## config.mk

```make
export PLATFORM = sky130hd
export DESIGN_NAME = rsq_reset_entry
export DESIGN_NICKNAME = d
export VERILOG_FILES = /design/src/design/unused_placeholder_none.sv /design/src/design/rsq_pkg.sv /design/src/design/rsq_reset_entry.sv
export SDC_FILE = /design/constraint.sdc
export NUM_CORES = 1
export LEC_CHECK = 0
export BUFFER_PORTS_ARGS = -buffer_cell sky130_fd_sc_hd__buf_2
export CAP_MARGIN = 10
export CORE_AREA = 2 2 39 41
export CTS_CLUSTER_DIAMETER = 60
export DETAILED_ROUTE_END_ITERATION = 10
export DIE_AREA = 0 0 41 43
export GPL_TIMING_DRIVEN = 0
export PLACE_DENSITY = 0.7
export SETUP_SLACK_MARGIN = 0.02
export SYNTH_ARGS = -nofsm -noshare
export SYNTH_HDL_FRONTEND = slang
export SYNTH_SLANG_ARGS = --single-unit
```

## constraint.sdc

```tcl
create_clock -name clk -period 1.7 [get_ports clk]
set_input_delay 0.17 -clock clk [delete_from_list [all_inputs] [get_ports clk]]
set_output_delay 0.17 -clock clk [all_outputs]
set_load 0.1 [all_outputs]
```

## src/design/unused_placeholder_none.sv

```systemverilog
// Intentionally empty design unit list.
`default_nettype none
`default_nettype wire
```

## src/design/rsq_pkg.sv

```systemverilog
// Package for the reset entry and emulation strap block.
// Assumes a single 40 MHz clock and no software-visible registers.
`default_nettype none
package rsq_pkg;
    // Clock period in ns and the strap setup/hold time (two clock-output periods)
    localparam int CLK_PERIOD_NS   = 25;
    localparam int STRAP_WINDOW_NS = 50;
    localparam int STRAP_CYCLES    = (STRAP_WINDOW_NS + CLK_PERIOD_NS - 1) / CLK_PERIOD_NS;
    // Synchroniser depth
    localparam int SYNC_STAGES     = 2;
    // Width of the upper address group
    localparam int UPPER_ADDR_W    = 3;
    // Reset values
    localparam logic RST_FLOAT_MODE = 1'b0;

    // Reset sequence states
    typedef enum logic [1:0] {
        RSQ_RUN     = 2'b00,
        RSQ_DRIVE   = 2'b01,
        RSQ_FLOAT   = 2'b10,
        RSQ_RELEASE = 2'b11
    } rsq_state_e;
endpackage
`default_nettype wire

```

## src/design/rsq_reset_entry.sv

```systemverilog
// Reset entry logic: synchronises the external reset request, parks the bus,
// turns strap pins into pulled-up inputs and latches the emulation strap.
// Assumes all inputs synchronous to clk except the external reset request.
`default_nettype none

module rsq_reset_entry
    import rsq_pkg::*;
(
    input  wire logic                             clk,
    input  wire logic                             rst_b,
    input  wire logic                             external_reset_request_n,
    input  wire logic                             bus_active,
    input  wire logic                             emulation_float_strap_in,
    input  wire logic                             bus_lock_in,
    input  wire logic [rsq_pkg::UPPER_ADDR_W-1:0] upper_address_bits_in,
    output var  logic                             core_reset,
    output var  logic                             bus_abort,
    output var  logic                             ctrl_force_inactive,
    output var  logic                             ctrl_oe_b,
    output var  logic                             strap_pins_oe_b,
    output var  logic                             strap_pullup_en,
    output var  logic                             on_circuit_float_mode,
    output var  logic                             strap_fault
);
    import rsq_pkg::*;

    // ************************************************************
    // State record
    // ************************************************************
    typedef struct packed {
        logic [SYNC_STAGES-1:0] sync;
        rsq_state_e             state;
        logic                   core_reset;
        logic                   bus_abort;
        logic                   ctrl_force_inactive;
        logic                   ctrl_oe_b;
        logic                   strap_pins_oe_b;
        logic                   strap_pullup_en;
        logic                   float_mode;
        logic                   strap_fault;
    } rsq_state_s;

    rsq_state_s r;
    rsq_state_s next_r;
    logic       reset_seen;

    // Synchronised reset request level, taken from the last stage only
    assign reset_seen = ~r.sync[SYNC_STAGES-1];

    // ************************************************************
    // Next state
    // ************************************************************
    // Sequence: drive controls inactive, float them, hold, then release
    always_comb begin
        next_r = r;
        // Shift the request through the synchroniser
        next_r.sync = {r.sync[SYNC_STAGES-2:0], external_reset_request_n};
        next_r.bus_abort = 1'b0;
        case (r.state)
            RSQ_RUN: begin
                if (reset_seen) begin
                    next_r.state               = RSQ_DRIVE;
                    next_r.core_reset          = 1'b1;
                    next_r.bus_abort           = bus_active;
                    next_r.ctrl_force_inactive = 1'b1;
                end
            end
            RSQ_DRIVE: begin
                // Controls held inactive one cycle before floating
                next_r.state           = RSQ_FLOAT;
                next_r.ctrl_oe_b       = 1'b1;
                next_r.strap_pins_oe_b = 1'b1;
                next_r.strap_pullup_en = 1'b1;
            end
            RSQ_FLOAT: begin
                // Watch for forbidden low levels on lock and upper address
                if (!bus_lock_in || (upper_address_bits_in != '1)) begin
                    next_r.strap_fault = 1'b1;
                end
                if (!reset_seen) begin
                    next_r.state      = RSQ_RELEASE;
                    next_r.float_mode = ~emulation_float_strap_in;
                end
            end
            RSQ_RELEASE: begin
                if (reset_seen) begin
                    next_r.state = RSQ_FLOAT;
                end else begin
                    next_r.state               = RSQ_RUN;
                    next_r.core_reset          = 1'b0;
                    next_r.strap_pullup_en     = 1'b0;
                    next_r.ctrl_force_inactive = 1'b0;
                    // In float mode the outputs stay released
                    next_r.ctrl_oe_b           = r.float_mode;
                    next_r.strap_pins_oe_b     = r.float_mode;
                end
            end
            default: begin
                next_r.state = RSQ_DRIVE;
            end
        endcase
        // Float mode keeps pins released until next reset
        if (r.state == RSQ_RUN && r.float_mode && !reset_seen) begin
            next_r.ctrl_oe_b       = 1'b1;
            next_r.strap_pins_oe_b = 1'b1;
        end
    end

    // ************************************************************
    // Registers
    // ************************************************************
    always_ff @(posedge clk or negedge rst_b) begin
        if (!rst_b) begin
            r.sync                <= '0;
            r.state               <= RSQ_DRIVE;
            r.core_reset          <= 1'b1;
            r.bus_abort           <= 1'b0;
            r.ctrl_force_inactive <= 1'b1;
            r.ctrl_oe_b           <= 1'b0;
            r.strap_pins_oe_b     <= 1'b1;
            r.strap_pullup_en     <= 1'b1;
            r.float_mode          <= RST_FLOAT_MODE;
            r.strap_fault         <= 1'b0;
        end else begin
            r <= next_r;
        end
    end

    // Outputs straight from flip-flops
    assign core_reset            = r.core_reset;
    assign bus_abort             = r.bus_abort;
    assign ctrl_force_inactive   = r.ctrl_force_inactive;
    assign ctrl_oe_b             = r.ctrl_oe_b;
    assign strap_pins_oe_b       = r.strap_pins_oe_b;
    assign strap_pullup_en       = r.strap_pullup_en;
    assign on_circuit_float_mode = r.float_mode;
    assign strap_fault           = r.strap_fault;

    // ************************************************************
    // Assertions
    // ************************************************************
    reset_entry_a: assert property (@(posedge clk) disable iff (!rst_b)
        (r.state == RSQ_RUN && reset_seen) |=> core_reset && ctrl_force_inactive)
        else $error("Reset request did not start reset");
    sync_delay_a: assert property (@(posedge clk) disable iff (!rst_b)
        $fell(external_reset_request_n) && r.state == RSQ_RUN |-> ##2 reset_seen)
        else $error("Synchroniser delay wrong");
    sync_two_a: assert property (@(posedge clk) disable iff (!rst_b)
        r.sync[SYNC_STAGES-1] == $past(r.sync[0]))
        else $error("Synchroniser stages not in series");
    abort_pulse_a: assert property (@(posedge clk) disable iff (!rst_b)
        bus_abort |-> core_reset && !$past(bus_abort))
        else $error("Bus abort not a single pulse in reset");
    drive_first_a: assert property (@(posedge clk) disable iff (!rst_b)
        $rose(ctrl_oe_b) && core_reset |-> $past(ctrl_force_inactive))
        else $error("Controls floated before driven inactive");
    float_order_a: assert property (@(posedge clk) disable iff (!rst_b)
        (r.state == RSQ_DRIVE) |=> ctrl_oe_b)
        else $error("Controls not floated after drive");
    pullup_in_a: assert property (@(posedge clk) disable iff (!rst_b)
        r.state == RSQ_FLOAT |-> strap_pullup_en && strap_pins_oe_b)
        else $error("Strap pins not pulled-up inputs");
    strap_latch_a: assert property (@(posedge clk) disable iff (!rst_b)
        (r.state == RSQ_FLOAT && !reset_seen) |=> on_circuit_float_mode == !$past(emulation_float_strap_in))
        else $error("Strap not latched at release");
    mode_hold_a: assert property (@(posedge clk) disable iff (!rst_b)
        (r.state == RSQ_RUN && on_circuit_float_mode) |-> ctrl_oe_b && $stable(on_circuit_float_mode))
        else $error("Float mode not held");

    // Entry, release and strap-window checks
    abort_busy_a: assert property (@(posedge clk) disable iff (!rst_b)
        (r.state == RSQ_RUN && reset_seen) |=> bus_abort == $past(bus_active))
        else $error("Bus abort does not follow bus activity");
    entry_drive_a: assert property (@(posedge clk) disable iff (!rst_b)
        (r.state == RSQ_RUN && reset_seen) |=> $stable(ctrl_oe_b))
        else $error("Controls floated at reset entry");
    hold_inputs_a: assert property (@(posedge clk) disable iff (!rst_b)
        r.state == RSQ_RELEASE |-> strap_pullup_en && strap_pins_oe_b)
        else $error("Strap pins not inputs at release");
    pullup_run_a: assert property (@(posedge clk) disable iff (!rst_b)
        r.state == RSQ_RUN |-> !strap_pullup_en)
        else $error("Pull-ups left on after reset");
    fault_hold_a: assert property (@(posedge clk) disable iff (!rst_b)
        strap_fault |=> strap_fault)
        else $error("Strap fault flag not sticky");
    core_state_a: assert property (@(posedge clk) disable iff (!rst_b)
        core_reset == (r.state != RSQ_RUN))
        else $error("Core reset out of step with sequence");
    sync_fresh_a: assert property (@(posedge clk) disable iff (!rst_b)
        $past(rst_b) |-> r.sync[0] == $past(external_reset_request_n))
        else $error("First synchroniser stage not fed by request");
    release_run_a: assert property (@(posedge clk) disable iff (!rst_b)
        (r.state == RSQ_RELEASE && !reset_seen) |=>
            !core_reset && ctrl_oe_b == on_circuit_float_mode && strap_pins_oe_b == on_circuit_float_mode)
        else $error("Outputs wrong after release");
    mode_change_a: assert property (@(posedge clk) disable iff (!rst_b)
        $changed(on_circuit_float_mode) |-> r.state == RSQ_RELEASE)
        else $error("Float mode changed outside release");

    // ************************************************************
    // Scenario covers
    // ************************************************************
    warm_reset_c: cover property (@(posedge clk) disable iff (!rst_b)
        r.state == RSQ_RUN ##1 r.state == RSQ_DRIVE);
    float_mode_c: cover property (@(posedge clk) disable iff (!rst_b)
        $rose(on_circuit_float_mode));
    abort_c: cover property (@(posedge clk) disable iff (!rst_b) bus_abort);
    fault_c: cover property (@(posedge clk) disable iff (!rst_b) $rose(strap_fault));
    release_c: cover property (@(posedge clk) disable iff (!rst_b)
        r.state == RSQ_RELEASE ##1 r.state == RSQ_RUN);
endmodule
`default_nettype wire

```

==> out/results.tsv <==
stage	metric	value	unit
timing	final.setup.tns	0	ns
placement	io_buffers	16	
placement	dpl_cell_area	594	µm²
clock_network	htree_levels	1	
yosys	ys_ff_latch	11	
grt	overflow	0	
yosys	yosysWarnings	0	
cells_and_area	final_util	46.3	%
critical_path	crit_type	flop to output port	
cells_and_area	design_area	641	µm²
critical_path	required	1.53	ns
timing	rsz0062_at_grt	false	
clock_network	cts_root_buf	clkbuf_4	
floorplan	die_h	43	µm
yosys	synth-xor-area-share	1.77	%
route	first_pass_iters	3	
grt	met3_usage	4.71	%
cells_and_area	antennaDiodeCount	0	
clock_network	path_clk_slew	0.08	ns
cells_and_area	finalNetCount	68	
timing	setup_viol	0	
floorplan	ios	17	
floorplan	coreArea	0.00138	mm²
route	drc	0	
critical_path	critPathCaptureType	output port	
yosys	synth_fa_ha_area_share	0	%
timing	slew_headroom	67.9	%
yosys	seq_area_frac_synth	56.7	%
timing	finalCritPeriodShare	88.9	%
critical_path	path_buf_inv	2	
floorplan	initial_core_util	35.7	%
run	cap_violations	0	
min_path	holdCritPathClass	primary input to flop	
cells_and_area	drive_above_1_share	60.3	%
route	dr.first_iter.drc_count	1	
timing	fin_skew	0.00941	ns
route	drtAntennaViolNets	0	
route	vias	358	
timing	hold_viol_final	0	
route	drt_wl_total	844	µm
timing	max_freq	662	MHz
yosys	synth_compound_area_share	16.7	%
floorplan	fp.dieW	41	µm
clock_network	clkLatencyLatePin	0.27	ns
grt	met2_usage	16.3	%
clock_network	cts_inserted_buffers	3	
clock_network	tritoncts	built	
route	viasPerCell	4.84	
yosys	synthMuxAreaShare	5.06	%
placement	dp_hpwl	595	µm
clock_network	clockBufferDepth	2	
route	detail_route.wl_per_cell	11.4	µm
placement	place.gp.congestion	0.658	
grt	track_usage	12.6	%
yosys	synth_top_family_by_area	compound AO/OA/AOI/OAI gates	
critical_path	crit_chain	buf_4 -> buf_2	
critical_path	path_delay_family	flip-flops	
yosys	syn_nets	45	
timing	hold_ws	0.0660	ns
grt	grt_max_degree	12	
clock_network	clock_sinks	11	
yosys	netlist_area	494	µm²
yosys	synth.distinct_cells	20	
timing	tightest_slew	0.484	ns
cells_and_area	area_delta_synth_final	29.6	%
yosys	syn_avg_cell_area	13.7	µm²
yosys	synthCells	36	
grt	first_global_vias	340	
grt	grt_first_pass_wirelength	1430	µm
critical_path	critPathLaunchType	flop	
critical_path	critPathSlowestCell	dfstp_2	
critical_path	cp.arrival	1.34	ns
run_status	outcome	finished, final reports clean	
critical_path	slowest_delay	0.56	ns
yosys	synth_simple_gate_area_share	10.6	%
floorplan	die_area	0.00176	mm²
floorplan	rows	14	
timing	finalCriticalPeriod	1.51	ns
grt	busiest_layer	met2	
timing	drv_slew	0	
critical_path	cp_max_fo	4	
grt	antenna_found_initial	0	
grt	met1_usage	16.1	%
[logic make-up (layout without fill, tap and decap cells)]
logic type,after synthesis,in the layout
flip-flops,11,11
AO/OA/AOI/OAI,9,9
AND/OR/NAND/NOR,7,7
buffers and inverters,6,28
multiplexers,2,2
XOR/XNOR,1,1
[through the flow]
| step | cells | setup WS (ns) |
|---|---|---|
| 2_1_floorplan | 36 | 0.288 |
| 3_3_place_gp | 68 | 0.495 |
| 3_5_place_dp | 68 | 0.488 |
| 4_1_cts | 73 | 0.182 |
| 5_1_grt | 74 | 0.148 |
| 6_report | 74 | 0.189 |
[layout make-up]
| cell class | instances | area [µm²] |
|---|---|---|
| plain buffers | 4 | 37.5 |
| flip-flops and latches | 11 | 280 |
| fillers | 141 | 743 |
| multi-input cells | 19 | 169 |
| repair buffers | 18 | 100 |
| well taps | 16 | 20.0 |
| inverters | 2 | 7.51 |
| clock buffers | 4 | 26.3 |
[worst reg2reg max path: stages (launching register included)]
cell,delay [ns]
dfstp_2,0.55
buf_6,0.14
nand2_4,0.05
mux2_4,0.25
[metal layers]
layer | share of wire, % | up-vias
met1 | 45 | 169
li1 | - | 172
met3 | 4.9 | 2
met5 | 0 | -
met2 | 48 | 15
met4 | 2.3 | 0
[flip-flops by register name (all words and copies together), names as in the netlist]
signal                 cells
r                          3
strap_pins_oe_b            1
next_r                     1
on_circuit_float_mode      1
core_reset                 1
ctrl_oe_b                  1
bus_abort                  1
strap_fault                1
strap_pullup_en            1
[cells in the mapped netlist (all sizes together)]
master,n,share of area (%)
dfstp,4,21
a21bo,3,6.1
nand3,1,1.0
dfrtp,7,35
inv,2,1.5
buf,4,7.6
nand3b,1,1.5
a31o,1,1.8
a21oi,1,1.0
a2bb2oi,1,3.0
nor2,2,1.5
mux2i,1,2.0
o2bb2ai,1,1.8
o211ai,2,3.0
nand2,1,2.3
mux2,1,3.0
nor4b,1,3.0
xor2,1,1.8
nand4,1,1.3
[path summary, 6_finish.rpt]
path | start | end | slack [ns] | depth (start not counted)
worst max-delay path | core_reset | ctrl_force_inactive | 0.19 | 2
worst min-delay path | emulation_float_strap_in | on_circuit_float_mode | 0.07 | 2
worst max register to register | r[8] | r[9] | 0.60 | 3
worst min register to register | next_r[11] | r[11] | 0.35 | 0
max in group asynchronous | rst_b | strap_pullup_en | 1.14 | 2
min in group asynchronous | rst_b | ctrl_oe_b | 0.29 | 2
[placed cells by master (no fill, tap or decap)]
master / count
a21bo_2: 3
dfstp_2: 4
o211ai_1: 2
clkbuf_1: 1
nor2_1: 2
a2bb2oi_2: 1
buf_6: 2
buf_4: 2
nor4b_2: 1
a21oi_1: 1
xor2_1: 1
nand3_1: 1
mux2_4: 1
o2bb2ai_1: 1
dlygate4sd3_1: 2
nand2_4: 1
a31o_2: 1
mux2i_1: 1
nand4_1: 1
clkbuf_4: 3
inv_1: 2
buf_2: 16
nand3b_1: 1
dfrtp_1: 7
[what timing repair did]
item,CTS,global route
hold endpoints to repair,9,1
gates resized for setup,0,0
buffers inserted,0,0
hold buffers,1,1
Power is not shown: default switching activity piles up to over one toggle a cycle in this logic, so the estimate is an artifact.
